<file path="src/gedc_pkg.sv">
// Constants shared by the edge-mode and device-control register block.
// Assumes a 20 MHz core clock and a 20-port mixed-signal I/O device.
package gedc_pkg;
  localparam int unsigned NUM_PORTS      = 20;
  localparam int unsigned CLK_HZ         = 20_000_000;

  // Register word offsets on the internal register port
  localparam logic [3:0] OFS_EDGE_MODE_0   = 4'h0;
  localparam logic [3:0] OFS_EDGE_MODE_1   = 4'h1;
  localparam logic [3:0] OFS_EDGE_MODE_2   = 4'h2;
  localparam logic [3:0] OFS_DEV_CTRL      = 4'h3;
  localparam logic [3:0] OFS_EVENT_LO      = 4'h4;
  localparam logic [3:0] OFS_EVENT_HI      = 4'h5;
  localparam logic [3:0] OFS_PRESET_ONE    = 4'h6;
  localparam logic [3:0] OFS_PRESET_TWO    = 4'h7;

  // Device control field positions
  localparam int unsigned ADC_SWEEP_LSB  = 0;
  localparam int unsigned DAC_UPDATE_LSB = 2;
  localparam int unsigned ADC_RATE_LSB   = 4;
  localparam int unsigned SOFT_RST_BIT   = 15;

  // Reset values
  localparam logic [15:0] EDGE_MODE_RST  = 16'h0000;
  localparam logic [15:0] DEV_CTRL_RST   = 16'h0000;
  localparam logic [11:0] PRESET_RST     = 12'h000;

  // Mode encodings
  localparam logic [1:0] EDGE_NONE = 2'h0;
  localparam logic [1:0] EDGE_RISE = 2'h1;
  localparam logic [1:0] EDGE_FALL = 2'h2;
  localparam logic [1:0] EDGE_BOTH = 2'h3;
  localparam logic [1:0] SWP_IDLE   = 2'h0;
  localparam logic [1:0] SWP_SINGLE = 2'h1;
  localparam logic [1:0] SWP_ONE    = 2'h2;
  localparam logic [1:0] SWP_CONT   = 2'h3;
  localparam logic [1:0] DAC_SEQ    = 2'h0;
  localparam logic [1:0] DAC_IMMED  = 2'h1;
  localparam logic [1:0] DAC_PRE1   = 2'h2;
  localparam logic [1:0] DAC_PRE2   = 2'h3;

  // Conversion rates in ksps and their periods in core cycles (rounded down)
  localparam int unsigned RATE0_KSPS = 200;
  localparam int unsigned RATE1_KSPS = 250;
  localparam int unsigned RATE2_KSPS = 333;
  localparam int unsigned RATE3_KSPS = 400;
  localparam logic [7:0] RATE0_CYC = 8'(CLK_HZ / (RATE0_KSPS * 1000));
  localparam logic [7:0] RATE1_CYC = 8'(CLK_HZ / (RATE1_KSPS * 1000));
  localparam logic [7:0] RATE2_CYC = 8'(CLK_HZ / (RATE2_KSPS * 1000));
  localparam logic [7:0] RATE3_CYC = 8'(CLK_HZ / (RATE3_KSPS * 1000));

  // DAC refresh slot period, one port per slot
  localparam int unsigned DAC_SLOT_NS  = 1000;
  localparam logic [7:0]  DAC_SLOT_CYC = 8'((DAC_SLOT_NS * (CLK_HZ / 1_000_000)) / 1000);

  typedef enum logic {ADC_STOP, ADC_RUN} gedc_adc_e;
endpackage

</file>
<file path="src/gedc_ctrl.sv">
// Edge-mode registers, port event flags and low device control sequencing.
// Assumes a serial front end that turns host frames into word reads/writes,
// and port configuration masks from the same clock domain.
// Summary of operation
// - Each of ports 0..19 has its own 2-bit edge mode for its flag.
// - Mode 00 never sets the port's event flag.
// - Mode 01 sets the flag on a rising input edge.
// - Mode 10 sets the flag on a falling input edge.
// - Mode 11 sets the flag on either edge.
// - Modes packed eight per 16-bit register (four in the third), port n at bits 2(n mod 8)+1:2(n mod 8).
// - Sweep mode 00 starts no conversions, trigger ignored.
// - Sweep mode 01: a trigger starts exactly one sweep of ADC ports.
// - A sweep runs lowest to highest ADC port, skipping others.
// - Sweep mode 10: each trigger converts one port, advancing upward.
// - Sweep mode 11: sweep repeatedly, trigger ignored.
// - DAC mode 00: refresh DAC ports one after another.
// - DAC mode 01: newly written port updates next, sequence continues from it.
// - DAC mode 10: all DAC ports output preset value one.
// - DAC mode 11: all DAC ports output preset value two.
// - Rate select resets to 00, meaning 200 ksps.
// - Rate codes 01, 10, 11 give 250, 333, 400 ksps.
// - Events are recorded regardless of any interrupt mask.
// - Flags clear after interrupt read, then both status reads.
`timescale 1ns/1ns
`default_nettype none
module gedc_ctrl #(
  parameter int unsigned DAC_SLOT = 20
) (
  input  wire logic                  i_core_clk,
  input  wire logic                  i_rst,
  input  wire logic [3:0]            i_reg_addr,
  input  wire logic                  i_reg_wr,
  input  wire logic                  i_reg_rd,
  input  wire logic [15:0]           i_reg_wdata,
  output logic      [15:0]           o_reg_rdata,
  input  wire logic                  i_irq_reg_rd,
  input  wire logic [19:0]           i_port_in,
  input  wire logic [19:0]           i_port_is_input,
  input  wire logic [19:0]           i_port_is_adc,
  input  wire logic [19:0]           i_port_is_dac,
  input  wire logic                  i_convert_trigger_pin,
  input  wire logic                  i_dac_data_written,
  input  wire logic [4:0]            i_dac_written_port,
  output logic [gedc_pkg::NUM_PORTS-1:0] o_port_event_flag,
  output logic                       o_adc_start,
  output logic      [4:0]            o_adc_port,
  output logic      [1:0]            o_adc_rate_select,
  output logic                       o_dac_update,
  output logic      [4:0]            o_dac_port,
  output logic                       o_dac_use_preset,
  output logic      [11:0]           o_dac_preset_data
);
  import gedc_pkg::*;

  // Lowest flagged port above cur (or lowest at all); bit 5 = found
  function automatic logic [5:0] find_next(input logic [19:0] mask, input logic [4:0] cur,
                                           input logic from_start);
    logic [5:0] res;
    res = 6'h00;
    for (int i = 19; i >= 0; i--) begin
      if (mask[i] && (from_start || i > int'(cur))) begin
        res = {1'b1, 5'(i)};
      end
    end
    return res;
  endfunction

  // Input synchronisers and trigger edge
  logic [19:0] pin_s1_ff, pin_s2_ff, pin_prev_ff;
  logic        trg_s1_ff, trg_s2_ff, trg_prev_ff;
  always_ff @(posedge i_core_clk or posedge i_rst) begin
    if (i_rst) begin
      pin_s1_ff   <= '0;
      pin_s2_ff   <= '0;
      pin_prev_ff <= '0;
      trg_s1_ff   <= 1'b0;
      trg_s2_ff   <= 1'b0;
      trg_prev_ff <= 1'b0;
    end else begin
      pin_s1_ff   <= i_port_in;
      pin_s2_ff   <= pin_s1_ff;
      pin_prev_ff <= pin_s2_ff;
      trg_s1_ff   <= i_convert_trigger_pin;
      trg_s2_ff   <= trg_s1_ff;
      trg_prev_ff <= trg_s2_ff;
    end
  end
  logic trg_rise;
  assign trg_rise = trg_s2_ff & ~trg_prev_ff;

  // Register file and event flags
  logic [15:0] mode_ff [3];
  logic [15:0] ctrl_ff;
  logic [11:0] pre1_ff, pre2_ff;
  logic [19:0] flag_ff;
  logic        armed_ff, lo_seen_ff, hi_seen_ff, srst_ff;
  logic [15:0] rdata_ff;
  logic [15:0] nxt_mode [3];
  logic [15:0] nxt_ctrl, nxt_rdata;
  logic [11:0] nxt_pre1, nxt_pre2;
  logic [19:0] nxt_flag, set_evt;
  logic        nxt_armed, nxt_lo_seen, nxt_hi_seen, nxt_srst;

  always_comb begin
    logic [39:0] modes;
    logic [1:0]  md;
    logic        rise, fall;
    md    = EDGE_NONE;
    rise  = 1'b0;
    fall  = 1'b0;
    modes = {mode_ff[2][7:0], mode_ff[1], mode_ff[0]};
    for (int p = 0; p < NUM_PORTS; p++) begin
      md   = modes[2*p +: 2];
      rise = pin_s2_ff[p] & ~pin_prev_ff[p];
      fall = ~pin_s2_ff[p] & pin_prev_ff[p];
      unique case (md)
        EDGE_NONE: set_evt[p] = 1'b0;
        EDGE_RISE: set_evt[p] = rise;
        EDGE_FALL: set_evt[p] = fall;
        EDGE_BOTH: set_evt[p] = rise | fall;
      endcase
      set_evt[p] = set_evt[p] & i_port_is_input[p];
    end
    nxt_mode    = mode_ff;
    nxt_ctrl    = ctrl_ff;
    nxt_pre1    = pre1_ff;
    nxt_pre2    = pre2_ff;
    nxt_srst    = 1'b0;
    nxt_armed   = armed_ff | i_irq_reg_rd;
    nxt_lo_seen = lo_seen_ff;
    nxt_hi_seen = hi_seen_ff;
    nxt_rdata   = rdata_ff;
    nxt_flag    = flag_ff;
    if (i_reg_rd) begin
      unique case (i_reg_addr)
        OFS_EDGE_MODE_0: nxt_rdata = mode_ff[0];
        OFS_EDGE_MODE_1: nxt_rdata = mode_ff[1];
        OFS_EDGE_MODE_2: nxt_rdata = {8'h00, mode_ff[2][7:0]};
        OFS_DEV_CTRL:    nxt_rdata = ctrl_ff;
        OFS_EVENT_LO:    nxt_rdata = flag_ff[15:0];
        OFS_EVENT_HI:    nxt_rdata = {12'h000, flag_ff[19:16]};
        OFS_PRESET_ONE:  nxt_rdata = {4'h0, pre1_ff};
        OFS_PRESET_TWO:  nxt_rdata = {4'h0, pre2_ff};
        default:         nxt_rdata = 16'h0000;
      endcase
      if (armed_ff && i_reg_addr == OFS_EVENT_LO) nxt_lo_seen = 1'b1;
      if (armed_ff && i_reg_addr == OFS_EVENT_HI) nxt_hi_seen = 1'b1;
    end
    // Clear only once both halves were read after the interrupt read
    if (nxt_lo_seen && nxt_hi_seen) begin
      nxt_flag    = '0;
      nxt_armed   = i_irq_reg_rd;
      nxt_lo_seen = 1'b0;
      nxt_hi_seen = 1'b0;
    end
    nxt_flag = nxt_flag | set_evt;
    if (i_reg_wr) begin
      unique case (i_reg_addr)
        OFS_EDGE_MODE_0: nxt_mode[0] = i_reg_wdata;
        OFS_EDGE_MODE_1: nxt_mode[1] = i_reg_wdata;
        OFS_EDGE_MODE_2: nxt_mode[2] = {8'h00, i_reg_wdata[7:0]};
        OFS_DEV_CTRL: begin
          nxt_ctrl = {1'b0, i_reg_wdata[14:0]};
          nxt_srst = i_reg_wdata[SOFT_RST_BIT];
        end
        OFS_PRESET_ONE:  nxt_pre1 = i_reg_wdata[11:0];
        OFS_PRESET_TWO:  nxt_pre2 = i_reg_wdata[11:0];
        default: ;
      endcase
    end
  end

  always_ff @(posedge i_core_clk or posedge i_rst) begin
    if (i_rst) begin
      mode_ff    <= '{EDGE_MODE_RST, EDGE_MODE_RST, EDGE_MODE_RST};
      ctrl_ff    <= DEV_CTRL_RST;
      pre1_ff    <= PRESET_RST;
      pre2_ff    <= PRESET_RST;
      flag_ff    <= '0;
      armed_ff   <= 1'b0;
      lo_seen_ff <= 1'b0;
      hi_seen_ff <= 1'b0;
      srst_ff    <= 1'b0;
      rdata_ff   <= 16'h0000;
    end else if (srst_ff) begin
      // Soft reset acts like power-on on everything held here
      mode_ff    <= '{EDGE_MODE_RST, EDGE_MODE_RST, EDGE_MODE_RST};
      ctrl_ff    <= DEV_CTRL_RST;
      pre1_ff    <= PRESET_RST;
      pre2_ff    <= PRESET_RST;
      flag_ff    <= '0;
      armed_ff   <= 1'b0;
      lo_seen_ff <= 1'b0;
      hi_seen_ff <= 1'b0;
      srst_ff    <= 1'b0;
      rdata_ff   <= 16'h0000;
    end else begin
      mode_ff    <= nxt_mode;
      ctrl_ff    <= nxt_ctrl;
      pre1_ff    <= nxt_pre1;
      pre2_ff    <= nxt_pre2;
      flag_ff    <= nxt_flag;
      armed_ff   <= nxt_armed;
      lo_seen_ff <= nxt_lo_seen;
      hi_seen_ff <= nxt_hi_seen;
      srst_ff    <= nxt_srst;
      rdata_ff   <= nxt_rdata;
    end
  end

  logic [1:0] sweep_mode, dac_mode, rate_sel;
  assign sweep_mode = ctrl_ff[ADC_SWEEP_LSB +: 2];
  assign dac_mode   = ctrl_ff[DAC_UPDATE_LSB +: 2];
  assign rate_sel   = ctrl_ff[ADC_RATE_LSB +: 2];

  // ADC conversion pacing and sweep sequencing
  gedc_adc_e   adc_st_ff, nxt_adc_st;
  logic [7:0]  rcnt_ff, nxt_rcnt;
  logic [4:0]  aport_ff, nxt_aport, optr_ff, nxt_optr;
  logic        optr_ok_ff, nxt_optr_ok, opend_ff, nxt_opend, astart_ff, nxt_astart;
  logic        atick;
  assign atick = (rcnt_ff == 8'h00);

  always_comb begin
    logic [5:0] f;
    f           = 6'h00;
    nxt_adc_st  = adc_st_ff;
    nxt_aport   = aport_ff;
    nxt_optr    = optr_ff;
    nxt_optr_ok = optr_ok_ff;
    nxt_opend   = opend_ff;
    nxt_astart  = 1'b0;
    unique case (rate_sel)
      2'h0: nxt_rcnt = atick ? RATE0_CYC - 8'h01 : rcnt_ff - 8'h01;
      2'h1: nxt_rcnt = atick ? RATE1_CYC - 8'h01 : rcnt_ff - 8'h01;
      2'h2: nxt_rcnt = atick ? RATE2_CYC - 8'h01 : rcnt_ff - 8'h01;
      2'h3: nxt_rcnt = atick ? RATE3_CYC - 8'h01 : rcnt_ff - 8'h01;
    endcase
    unique case (sweep_mode)
      SWP_IDLE: begin
        nxt_adc_st = ADC_STOP;
        nxt_opend  = 1'b0;
      end
      SWP_SINGLE, SWP_CONT: begin
        nxt_opend = 1'b0;
        unique case (adc_st_ff)
          ADC_STOP: begin
            f = find_next(i_port_is_adc, 5'h00, 1'b1);
            // Continuous mode needs no trigger
            if (f[5] && (trg_rise || sweep_mode == SWP_CONT)) begin
              nxt_adc_st = ADC_RUN;
              nxt_aport  = f[4:0];
            end
          end
          ADC_RUN: begin
            if (atick) begin
              nxt_astart = 1'b1;
              f = find_next(i_port_is_adc, aport_ff, 1'b0);
              if (f[5]) begin
                nxt_aport = f[4:0];
              end else if (sweep_mode == SWP_CONT) begin
                f = find_next(i_port_is_adc, 5'h00, 1'b1);
                nxt_aport  = f[4:0];
                nxt_adc_st = f[5] ? ADC_RUN : ADC_STOP;
              end else begin
                nxt_adc_st = ADC_STOP;
              end
            end
          end
        endcase
      end
      SWP_ONE: begin
        nxt_adc_st = ADC_STOP;
        if (trg_rise) nxt_opend = 1'b1;
        if (opend_ff && atick) begin
          f = find_next(i_port_is_adc, optr_ff, ~optr_ok_ff);
          if (!f[5]) f = find_next(i_port_is_adc, 5'h00, 1'b1);
          if (f[5]) begin
            nxt_astart  = 1'b1;
            nxt_aport   = f[4:0];
            nxt_optr    = f[4:0];
            nxt_optr_ok = 1'b1;
          end
          nxt_opend = trg_rise;
        end
      end
    endcase
  end

  // Port whose conversion is started, captured with the start pulse
  logic [4:0] aout_ff, nxt_aout;
  assign nxt_aout = (sweep_mode == SWP_ONE) ? nxt_aport : aport_ff;

  always_ff @(posedge i_core_clk or posedge i_rst) begin
    if (i_rst) begin
      adc_st_ff  <= ADC_STOP;
      rcnt_ff    <= 8'h00;
      aport_ff   <= 5'h00;
      optr_ff    <= 5'h00;
      optr_ok_ff <= 1'b0;
      opend_ff   <= 1'b0;
      astart_ff  <= 1'b0;
      aout_ff    <= 5'h00;
    end else begin
      adc_st_ff  <= nxt_adc_st;
      rcnt_ff    <= nxt_rcnt;
      aport_ff   <= nxt_aport;
      optr_ff    <= nxt_optr;
      optr_ok_ff <= nxt_optr_ok;
      opend_ff   <= nxt_opend;
      astart_ff  <= nxt_astart;
      aout_ff    <= nxt_astart ? nxt_aout : aout_ff;
    end
  end

  // DAC refresh sequencing
  logic [7:0]  dcnt_ff, nxt_dcnt;
  logic [4:0]  dptr_ff, nxt_dptr, dpend_port_ff, nxt_dpend_port;
  logic        dptr_ok_ff, nxt_dptr_ok, dpend_ff, nxt_dpend, dupd_ff, nxt_dupd;
  logic        dpre_ff, nxt_dpre;
  logic [11:0] dval_ff, nxt_dval;
  logic        dtick;
  assign dtick = (dcnt_ff == 8'h00);

  always_comb begin
    logic [5:0] f;
    f              = 6'h00;
    nxt_dcnt       = dtick ? 8'(DAC_SLOT - 1) : dcnt_ff - 8'h01;
    nxt_dptr       = dptr_ff;
    nxt_dptr_ok    = dptr_ok_ff;
    nxt_dpend      = dpend_ff;
    nxt_dpend_port = dpend_port_ff;
    nxt_dupd       = 1'b0;
    nxt_dpre       = (dac_mode == DAC_PRE1) || (dac_mode == DAC_PRE2);
    nxt_dval       = (dac_mode == DAC_PRE2) ? pre2_ff : pre1_ff;
    if (dtick) begin
      if (dac_mode == DAC_IMMED && dpend_ff && i_port_is_dac[dpend_port_ff]) begin
        f = {1'b1, dpend_port_ff};
      end else begin
        f = find_next(i_port_is_dac, dptr_ff, ~dptr_ok_ff);
        if (!f[5]) f = find_next(i_port_is_dac, 5'h00, 1'b1);
      end
      if (f[5]) begin
        nxt_dupd    = 1'b1;
        nxt_dptr    = f[4:0];
        nxt_dptr_ok = 1'b1;
      end
      nxt_dpend = 1'b0;
    end
    // A request arriving before the last one was served replaces it
    if (dac_mode == DAC_IMMED && i_dac_data_written && i_port_is_dac[i_dac_written_port]) begin
      nxt_dpend      = 1'b1;
      nxt_dpend_port = i_dac_written_port;
    end
  end

  always_ff @(posedge i_core_clk or posedge i_rst) begin
    if (i_rst) begin
      dcnt_ff       <= 8'h00;
      dptr_ff       <= 5'h00;
      dptr_ok_ff    <= 1'b0;
      dpend_ff      <= 1'b0;
      dpend_port_ff <= 5'h00;
      dupd_ff       <= 1'b0;
      dpre_ff       <= 1'b0;
      dval_ff       <= PRESET_RST;
    end else begin
      dcnt_ff       <= nxt_dcnt;
      dptr_ff       <= nxt_dptr;
      dptr_ok_ff    <= nxt_dptr_ok;
      dpend_ff      <= nxt_dpend;
      dpend_port_ff <= nxt_dpend_port;
      dupd_ff       <= nxt_dupd;
      dpre_ff       <= nxt_dpre;
      dval_ff       <= nxt_dval;
    end
  end

  assign o_reg_rdata       = rdata_ff;
  assign o_port_event_flag = flag_ff;
  assign o_adc_start       = astart_ff;
  assign o_adc_port        = aout_ff;
  assign o_adc_rate_select = ctrl_ff[ADC_RATE_LSB +: 2];
  assign o_dac_update      = dupd_ff;
  assign o_dac_port        = dptr_ff;
  assign o_dac_use_preset  = dpre_ff;
  assign o_dac_preset_data = dval_ff;
endmodule // gedc_ctrl
`default_nettype wire

</file>
<file path="config.mk">
export PLATFORM = sky130hd
export DESIGN_NAME = gedc_ctrl
export DESIGN_NICKNAME = d
export VERILOG_FILES = /design/src/gedc_pkg.sv /design/src/gedc_ctrl.sv
export SDC_FILE = /design/constraint.sdc
export NUM_CORES = 1
export LEC_CHECK = 0
export BUFFER_PORTS_ARGS = -buffer_cell sky130_fd_sc_hd__buf_2
export CAP_MARGIN = 20
export CORE_UTILIZATION = 45
export CTS_BUF_LIST = sky130_fd_sc_hd__clkbuf_16
export DETAILED_ROUTE_END_ITERATION = 10
export GPL_TIMING_DRIVEN = 0
export PLACE_DENSITY_LB_ADDON = 0.15
export SETUP_SLACK_MARGIN = 0.5
export SLEW_MARGIN = 20
export SYNTH_ARGS = -nofsm -noshare
export SYNTH_HDL_FRONTEND = slang
export SYNTH_SLANG_ARGS = --single-unit
</file>
<file path="constraint.sdc">
create_clock -name i_core_clk -period 7 [get_ports i_core_clk]
set_input_delay 0.35 -clock i_core_clk [delete_from_list [all_inputs] [get_ports i_core_clk]]
set_output_delay 0.35 -clock i_core_clk [all_outputs]
set_load 0.005 [all_outputs]
</file>
==> results of run 1 <==
## final cells by class
| class | count | share of cell area (%) |
|---|---|---|
| clock inverter | 21 | 1.027 |
| clock buffer | 27 | 4.233 |
| antenna | 2 | 0.03136 |
| inverter | 93 | 2.211 |
| tap | 384 | 3.010 |
| timing repair buffer | 192 | 7.510 |
| buffer | 91 | 2.618 |
| multi-input combinational | 1083 | 41.26 |
| sequential | 243 | 38.10 |
## worst max-delay path: cells and delay by family (launching register included)
family | cells | cell delay, ps
AOI/OAI and AO/OA | 5 | 1250
DFF | 1 | 370
buffers and inverters | 1 | 180
and+or+nand+nor | 3 | 740
## repair_timing
item                       CTS  global route
hold buffers                22             0
hold endpoints to repair    32             0
setup endpoints to repair    0             0
## cells by family (layout without fill, tap and decap cells)
| logic type | after synthesis | in the layout | synth area share [%] |
|---|---|---|---|
| buffers and inverters | 184 | 424 | 5.711 |
| AO/OA/AOI/OAI | 427 | 427 | 20.56 |
| flip-flops | 243 | 243 | 45.28 |
| XOR/XNOR | 10 | 10 | 0.6522 |
| adder cells (fa/ha/maj) | 43 | 43 | 4.006 |
| AND/OR/NAND/NOR | 545 | 545 | 18.35 |
| other | 0 | 2 | 0 |
| multiplexers | 58 | 58 | 5.432 |
## through the flow
stage / std cells / hold WS [ps]
after floorplan: 1510 / 331.2
after global placement: 2056 / 331.4
after detailed placement: 2064 / 334.7
after CTS: 2134 / 53.30
after global routing: 2136 / 62.12
final: 2136 / 63.78
## cells in the final DEF (no fill, tap or decap), types with 9 or more instances in the layout
cell	instances
a211oi_1	9
a21oi_1	134
a22o_1	23
a22oi_1	59
a31oi_1	12
buf_2	178
buf_4	13
clkbuf_1	58
clkbuf_16	27
dfrtp_1	243
dlygate4sd3_1	22
ha_1	43
inv_1	99
mux2_2	19
mux2i_1	29
mux4_2	10
nand2_1	279
nand2b_1	20
nand3_1	41
nor2_1	98
nor2b_1	17
nor3_1	18
nor4_1	13
o211ai_1	10
o21ai_0	75
o22ai_1	9
## Yosys cell counts, types with 13 or more instances
library cell | count | area (µm²)
a21oi_1 | 134 | 670.6
a22o_1 | 23 | 201.4
a22oi_1 | 59 | 442.9
buf_2 | 16 | 80.08
buf_4 | 13 | 97.59
clkbuf_1 | 58 | 217.7
dfrtp_1 | 243 | 6081
ha_1 | 43 | 538.0
inv_1 | 92 | 345.3
mux2_2 | 19 | 214.0
mux2i_1 | 29 | 290.3
nand2_1 | 279 | 1047
nand2b_1 | 20 | 125.1
nand3_1 | 41 | 205.2
nor2_1 | 98 | 367.9
nor2b_1 | 17 | 106.4
nor3_1 | 19 | 95.09
nor4_1 | 13 | 81.33
o21ai_0 | 75 | 375.4
## flip-flops by register name, indices dropped and copies added (netlist names), 5 cells and up
register and flops:
aport_ff 5, ctrl_ff 15, dcnt_ff 8, dpend_port_ff 5, mode_ff 40, o_adc_port 5
o_dac_port 5, o_dac_preset_data 12, o_port_event_flag 20, o_reg_rdata 16, optr_ff 5, pin_prev_ff 20
pin_s1_ff 20, pin_s2_ff 20, pre1_ff 12, pre2_ff 12, rcnt_ff 8
## power groups by stage
stage	registers (W)	logic [W]	clock network (W)
CTS	0.00190	0.00124	0.00138
global route	0.00194	0.00139	0.00144
detailed placement	0.00193	0.00122	0
global placement	0.00192	0.00120	0
finish	0.00191	0.00125	0.00135
floorplan	0.00184	0.000820	0
## layer usage
metal / vias up / GRT usage, %
met5: - / 0
met4: 2 / 6.486
met3: 64 / 2.872
met2: 509 / 44.49
met1: 5941 / 37.49
li1: 5804 / -
## final timing paths
path	slack, ps	cells past startpoint	endpoint
worst max-delay path	4370	9	o_dac_port[1]$_DFFE_PP0P_
worst min-delay path	60	3	armed_ff$_DFF_PP0_
worst max register to register	4370	9	o_dac_port[1]$_DFFE_PP0P_
worst min register to register	340	0	pin_s2_ff[15]$_DFF_PP0_
max in group asynchronous	5760	6	dpend_port_ff[0]$_DFFE_PP0P_
min in group asynchronous	340	3	pin_s1_ff[1]$_DFF_PP0_
==> out/results.md, run 1 <==
| Quantity | Reported | Unit |
|:---|:---|:---|
| Number of setup buffers added after CTS | 0 | - |
| Wire length of the first global-routing pass | 65460 | µm |
| Height of the die | 174.8 | µm |
| Most repeated library cell on the critical path | o211ai_1 | - |
| Critical path data required time | 7450 | ps |
| Minimum clock period after layout | 2626 | ps |
| Portion of the post-synthesis area used by sequential elements | 45.28 | % |
| Post-synthesis async set-or-reset flop share | 100.0 | % |
| Max IR drop VDD | 0.2273 | mV |
| Element type at the critical path start | register | - |
| Warning count from the yosys run | 0 | - |
| Switch Pwr | 0.001510 | W |
| Maximum number of pins on one net before global-route repair | 35 | - |
| Number of violations reported at the end of detailed-routing iteration 0 | 1221 | - |
| Fillers | 2734 | - |
| Number of rows created at floorplan | 62 | - |
| Relative contribution of combinational cells to total power | 27.7 | % |
| Cell area after placement | 14890 | µm² |
| CP peak stage delay | 520 | ps |
| Total routed wirelength | 40700 | µm |
| Number of distinct library cells after synthesis | 72 | - |
| Number of nets still failing antenna checks after routing | 0 | - |
| Worst slew slack as a fraction of its limit | 19.81 | % |
| Worst-skew pair later-pin latency | 530 | ps |
| Buffer cell driving the clock tree root | clkbuf_16 | - |
| Count of flip-flops with a built-in enable after synthesis | 0 | - |
| Critical Path, Cell by Cell | buf_4 > nand4_1 > o211ai_1 > o211ai_1 > nor3_2 > nand4b_1 > a2111oi_0 > a31oi_1 > a21oi_1 | - |
| H-tree depth reported by CTS | 1 | - |
| Die Wd | 174.8 | µm |
| PwrDens | 282.3 | nW/µm² |
| Total global routing overflow | 0 | - |
| Path category of the worst min-delay check | in -> reg | - |
| Placed wire-length estimate | 30750 | µm |
| CP max FO | 9 | - |
| Final routed DRC violation total | 0 | - |
| Clock tree buffer depth | 3 | - |
| Maximum capacitance violations | 0 | - |
| Vias after detailed routing | 12320 | - |
| CTS tree | built | - |
| Total routing usage reported by global routing | 26.79 | % |
| Detailed-routed wire length on met2 | 19200 | µm |
| Clock slew at the register clock pins of the worst setup and hold paths | 60 | ps |
| Final Slew Violations | 0 | - |
| Relative contribution of the clock network to total power | 30.0 | % |
| Topmost layer with routed signal wires | met5 | - |
| Worst setup slack after layout | 4374 | ps |
| Number of synthesized register bits | 243 | - |
| Vias in the first global route | 11790 | - |
| Run status | completed | - |
| Post-Place Worst Slack | 4283 | ps |
| Count of boundary I/O pins | 175 | - |
| Final hold viol count | 0 | - |
| Multi-input combinational cell area | 6586 | µm² |
| Internal power consumption | 0.002995 | W |
| Worst Tran Pin Value | 1194 | ps |
| Syn nets | 1665 | - |
| First-pass detailed-route iteration total | 5 | - |
| Achievable frequency | 380.7 | MHz |
| Sequential Power Share | 42.3 | % |
| Number of antenna violations at the first check in global routing | 3 | - |
| Resized Gates After CTS | 0 | - |
| Kind of end point of the critical path | register | - |
| Slowest cell on the critical path | a2111oi_0 | - |
| Proportion of layout cells with a drive suffix above 1 | 16.17 | % |
| FF-to-FF Start | o_dac_port[1]$_DFFE_PP0P_ | - |
| Std-Cell Core Area | 29010 | µm² |
| DR WL met3 | 2711 | µm |
| Setup CP Type | reg -> reg | - |
| Number of buffers added on ports | 162 | - |
| Post-Route M1 WL | 17950 | µm |
| Final Core Density | 55.02 | % |
| Sum of negative setup slack | 0 | ps |
| Die Area | 30540 | µm² |
| Period Utilization, post-route | 37.52 | % |
| Leakage power | 7.425 | nW |
| Effective utilization at floorplan | 46.29 | % |
| Post-route cell area | 15960 | µm² |
| Clock sinks | 243 | - |
| Number of buffers created by CTS | 27 | - |
| CP arrival | 3070 | ps |
| Final count of negative-setup-slack endpoints | 0 | - |
| Crit. Startpoint | o_dac_port[1]$_DFFE_PP0P_ | - |
| Overall power of the completed layout | 0.004505 | W |
| Setup repair after global routing missed its margin | no | - |
| DR vias/cell | 5.768 | - |
| Sequential standard cell area | 6081 | µm² |
| Post-Synthesis Cells | 1510 | - |
| Post-synth top flop | dfrtp_1 | - |
| Min-Delay Startpoint | i_irq_reg_rd | - |
| Final net count | 1886 | - |
| Mean area per synthesized cell | 8.893 | µm² |
| Final GP Congestion | 0.9141 | - |
| Switching fraction of total power | 33.52 | % |
| Synthesized cell area | 13430 | µm² |
| Signed area change from the synthesized netlist to the final layout | 18.86 | % |
| Clock skew after layout | 10.72 | ps |
| Per-cell routed wire length | 19.05 | µm |
(Power assumes the default switching activity.)
==> run 2: changes to the inputs <==
==> constraint.sdc (replaced) <==
create_clock -name i_core_clk -period 2.4 [get_ports i_core_clk]
set_input_delay 0.12 -clock i_core_clk [delete_from_list [all_inputs] [get_ports i_core_clk]]
set_output_delay 0.12 -clock i_core_clk [all_outputs]
set_load 0.005 [all_outputs]
==> run 2 against run 1 <==
Compared with the run above:
- sequential cell count stayed put
- clock power grew to 2.8 times the previous value
- sequential share of layout area is 3.5 points lower
- non-clock buffer count is 96 higher
- routed wire length is 8.1% higher
- global-route usage is 1.6 points higher
- utilization is 5.7 points higher
- cell count is 4.4% higher
- combinational power grew to 3.7 times the previous value
- critical endpoint is now aport_ff[1]$_DFF_PP0_
- count of clock-buffer cells in the layout stayed put
- fmax is 16% higher
==> out/results.md, run 2 (synthesis results as in run 1) <==
| Quantity | Reported | Unit | Delta |
|:---|:---|:---|:---|
| CP max FO | 5 | - | was 9 |
| Vias in the first global route | 12260 | - | was 11790 |
| Final GP Congestion | 0.8854 | - | was 0.9141 |
| Final Slew Violations | 0 | - | unchanged |
| Effective utilization at floorplan | 46.29 | % | unchanged |
| Signed area change from the synthesized netlist to the final layout | 31.20 | % | was 18.86% |
| Worst Tran Pin Value | 725.7 | ps | was 1194 ps |
| Die Area | 30540 | µm² | unchanged |
| Final count of negative-setup-slack endpoints | 0 | - | unchanged |
| Maximum capacitance violations | 0 | - | unchanged |
| Element type at the critical path start | register | - | unchanged |
| Height of the die | 174.8 | µm | unchanged |
| PwrDens | 789.8 | nW/µm² | was 282.3 nW/µm² |
| Count of boundary I/O pins | 175 | - | unchanged |
| Number of buffers added on ports | 162 | - | unchanged |
| Total routing usage reported by global routing | 28.41 | % | was 26.79% |
| Number of antenna violations at the first check in global routing | 3 | - | unchanged |
| Number of nets still failing antenna checks after routing | 0 | - | unchanged |
| H-tree depth reported by CTS | 1 | - | unchanged |
| Vias after detailed routing | 12970 | - | was 12320 |
| DR vias/cell | 5.818 | - | was 5.768 |
| Clock sinks | 243 | - | unchanged |
| Setup CP Type | reg -> reg | - | unchanged |
| Final Core Density | 60.73 | % | was 55.02% |
| Run status | completed | - | unchanged |
| Kind of end point of the critical path | register | - | unchanged |
| Placed wire-length estimate | 31900 | µm | was 30750 µm |
| Total global routing overflow | 0 | - | unchanged |
| Most frequent standard cell in the layout excluding fill and tap cells | nand2_1 | - | unchanged |
| Max IR drop VDD | 0.6498 | mV | was 0.2273 mV |
| First-pass detailed-route iteration total | 9 | - | was 5 |
| Final routed DRC violation total | 0 | - | unchanged |
| Worst-skew pair later-pin latency | 530 | ps | about the same |
| Total routed wirelength | 44010 | µm | was 40700 µm |
| Minimum clock period after layout | 2267 | ps | was 2626 ps |
| Most flop-heavy register | mode_ff | - | unchanged |
| Number of flip-flops under the largest register name | 40 | - | unchanged |
| Per-cell routed wire length | 19.74 | µm | was 19.05 µm |
| Setup repair after global routing missed its margin | yes | - | was no |
| Final hold viol count | 0 | - | unchanged |
| Post-Route Hold Slack | 8.552 | ps | was 63.78 ps |
| Proportion of layout cells with a drive suffix above 1 | 24.62 | % | was 16.17% |
| Die Wd | 174.8 | µm | unchanged |
| Path category of the worst min-delay check | in -> reg | - | unchanged |
| Most frequent cells in the layout | 267 x nand2_1, 237 x dfrtp_1, 165 x buf_2 | - | was 279 x nand2_1, 243 x dfrtp_1, 178 x buf_2 |
| Wire length of the first global-routing pass | 68530 | µm | was 65460 µm |
| Std-Cell Core Area | 29010 | µm² | unchanged |
| Clock slew at the register clock pins of the worst setup and hold paths | 60 | ps | about the same |
| Number of rows created at floorplan | 62 | - | unchanged |
| Buffer cell driving the clock tree root | clkbuf_16 | - | unchanged |
| Worst slew slack as a fraction of its limit | 51.35 | % | was 19.81% |
| Clock skew after layout | 9.460 | ps | was 10.72 ps |
| Number of buffers created by CTS | 27 | - | unchanged |
| Number of violations reported at the end of detailed-routing iteration 0 | 1188 | - | was 1221 |
| Clock tree buffer depth | 3 | - | unchanged |
| CTS tree | built | - | unchanged |
| Critical path data required time | 2850 | ps | was 7450 ps |
| Final net count | 1982 | - | was 1886 |
| Leakage power | 7.974 | nW | was 7.425 nW |
| Achievable frequency | 441.1 | MHz | was 380.7 MHz |
| Period Utilization, post-route | 94.46 | % | was 37.52% |
| Post-route cell area | 17620 | µm² | was 15960 µm² |
| Maximum number of pins on one net before global-route repair | 33 | - | was 35 |
| CP arrival | 2720 | ps | was 3070 ps |
| Cell area after placement | 15030 | µm² | was 14890 µm² |
==> run 2: cell count changes in the layout (fill, tap and decap cells not counted), moves of 8 or more <==
cell,before,now
dlygate4sd3_1,22,64
buf_4,13,50
buf_6,1,28
o21ai_0,75,54
a21oi_1,134,120
buf_2,178,165
a21oi_2,0,12
nand2_1,279,267
o21ai_1,4,16
nand2_2,0,10
nor2_1,98,89
o21ai_2,0,9
clkbuf_1,58,50
==> run 2: what timing repair did <==
item | in CTS | in global routing
hold endpoints to repair | 165 | 0
endpoints found under the setup margin | 38 | 62
cloned | 0 | 1
setup buffers | 24 | 29
gates resized for setup | 98 | 103
hold buffers | 64 | 0
pin swaps | 45 | 51
==> run 2: worst max-delay path, cell delays in order, from the launching register on <==
cell,delay (ps)
dfrtp_1,390
inv_2,80
ha_4,130
nand2_2,50
or3_4,330
buf_6,130
nor3_4,290
buf_6,150
nand4_4,160
a21oi_4,190
a211o_1,130
a22o_1,170
==> run 2: final cells by class <==
type                            count  area, µm²
Fill cell                        2579      11390
Sequential cell                   243       6088
Antenna cell                        1      2.502
Timing Repair Buffer              288       2069
Multi-Input combinational cell   1083       7274
Clock buffer                       27      675.6
Buffer                             91      560.5
Clock inverter                     19      111.4
Inverter                           93      356.6
Tap cell                          384      480.5
==> run 2: worst paths after layout <==
kind / from / to / slack [ps] / depth (start not counted)
max in group asynchronous: i_rst / dpend_port_ff[4]$_DFFE_PP0P_ / 950 / 7
min reg2reg: pin_s1_ff[7]$_DFF_PP0_ / pin_s2_ff[7]$_DFF_PP0_ / 350 / 0
min: i_dac_written_port[0] / dpend_port_ff[0]$_DFFE_PP0P_ / 9 / 2
max reg2reg: rcnt_ff[1]$_DFF_PP0_ / aport_ff[1]$_DFF_PP0_ / 130 / 11
max: rcnt_ff[1]$_DFF_PP0_ / aport_ff[1]$_DFF_PP0_ / 130 / 11
min in group asynchronous: i_rst / pin_prev_ff[17]$_DFF_PP0_ / 190 / 3
==> run 2: report_power, final <==
part / internal (W) / total (W) / switching (W) / leakage, nW
clock network: 0.00212 / 0.00373 / 0.00160 / 0.400
logic: 0.00212 / 0.00457 / 0.00245 / 4.57
registers: 0.00482 / 0.00562 / 0.000791 / 3.01
total: 0.00907 / 0.0139 / 0.00484 / 7.97
==> run 2: through the flow <==
step	std cells	power (W)	worst slack (ps)	setup TNS, ps
2_1_floorplan	1510	0.007836	-909.8	-221080
3_3_place_gp	2056	0.009178	-2417	-580930
3_5_place_dp	2064	0.009266	-196.9	-728.8
4_1_cts	2198	0.01345	127.2	0
5_1_grt	2228	0.01467	24.75	0
6_report	2229	0.01392	132.9	0
==> run 2: metal layers <==
layer	vias to the layer above	routed length [µm]	GRT usage, %
li1	5989	-	-
met4	4	1567	10.76
met5	-	22	0
met2	577	20530	45.39
met1	6286	18720	38.96
met3	113	3168	4.352
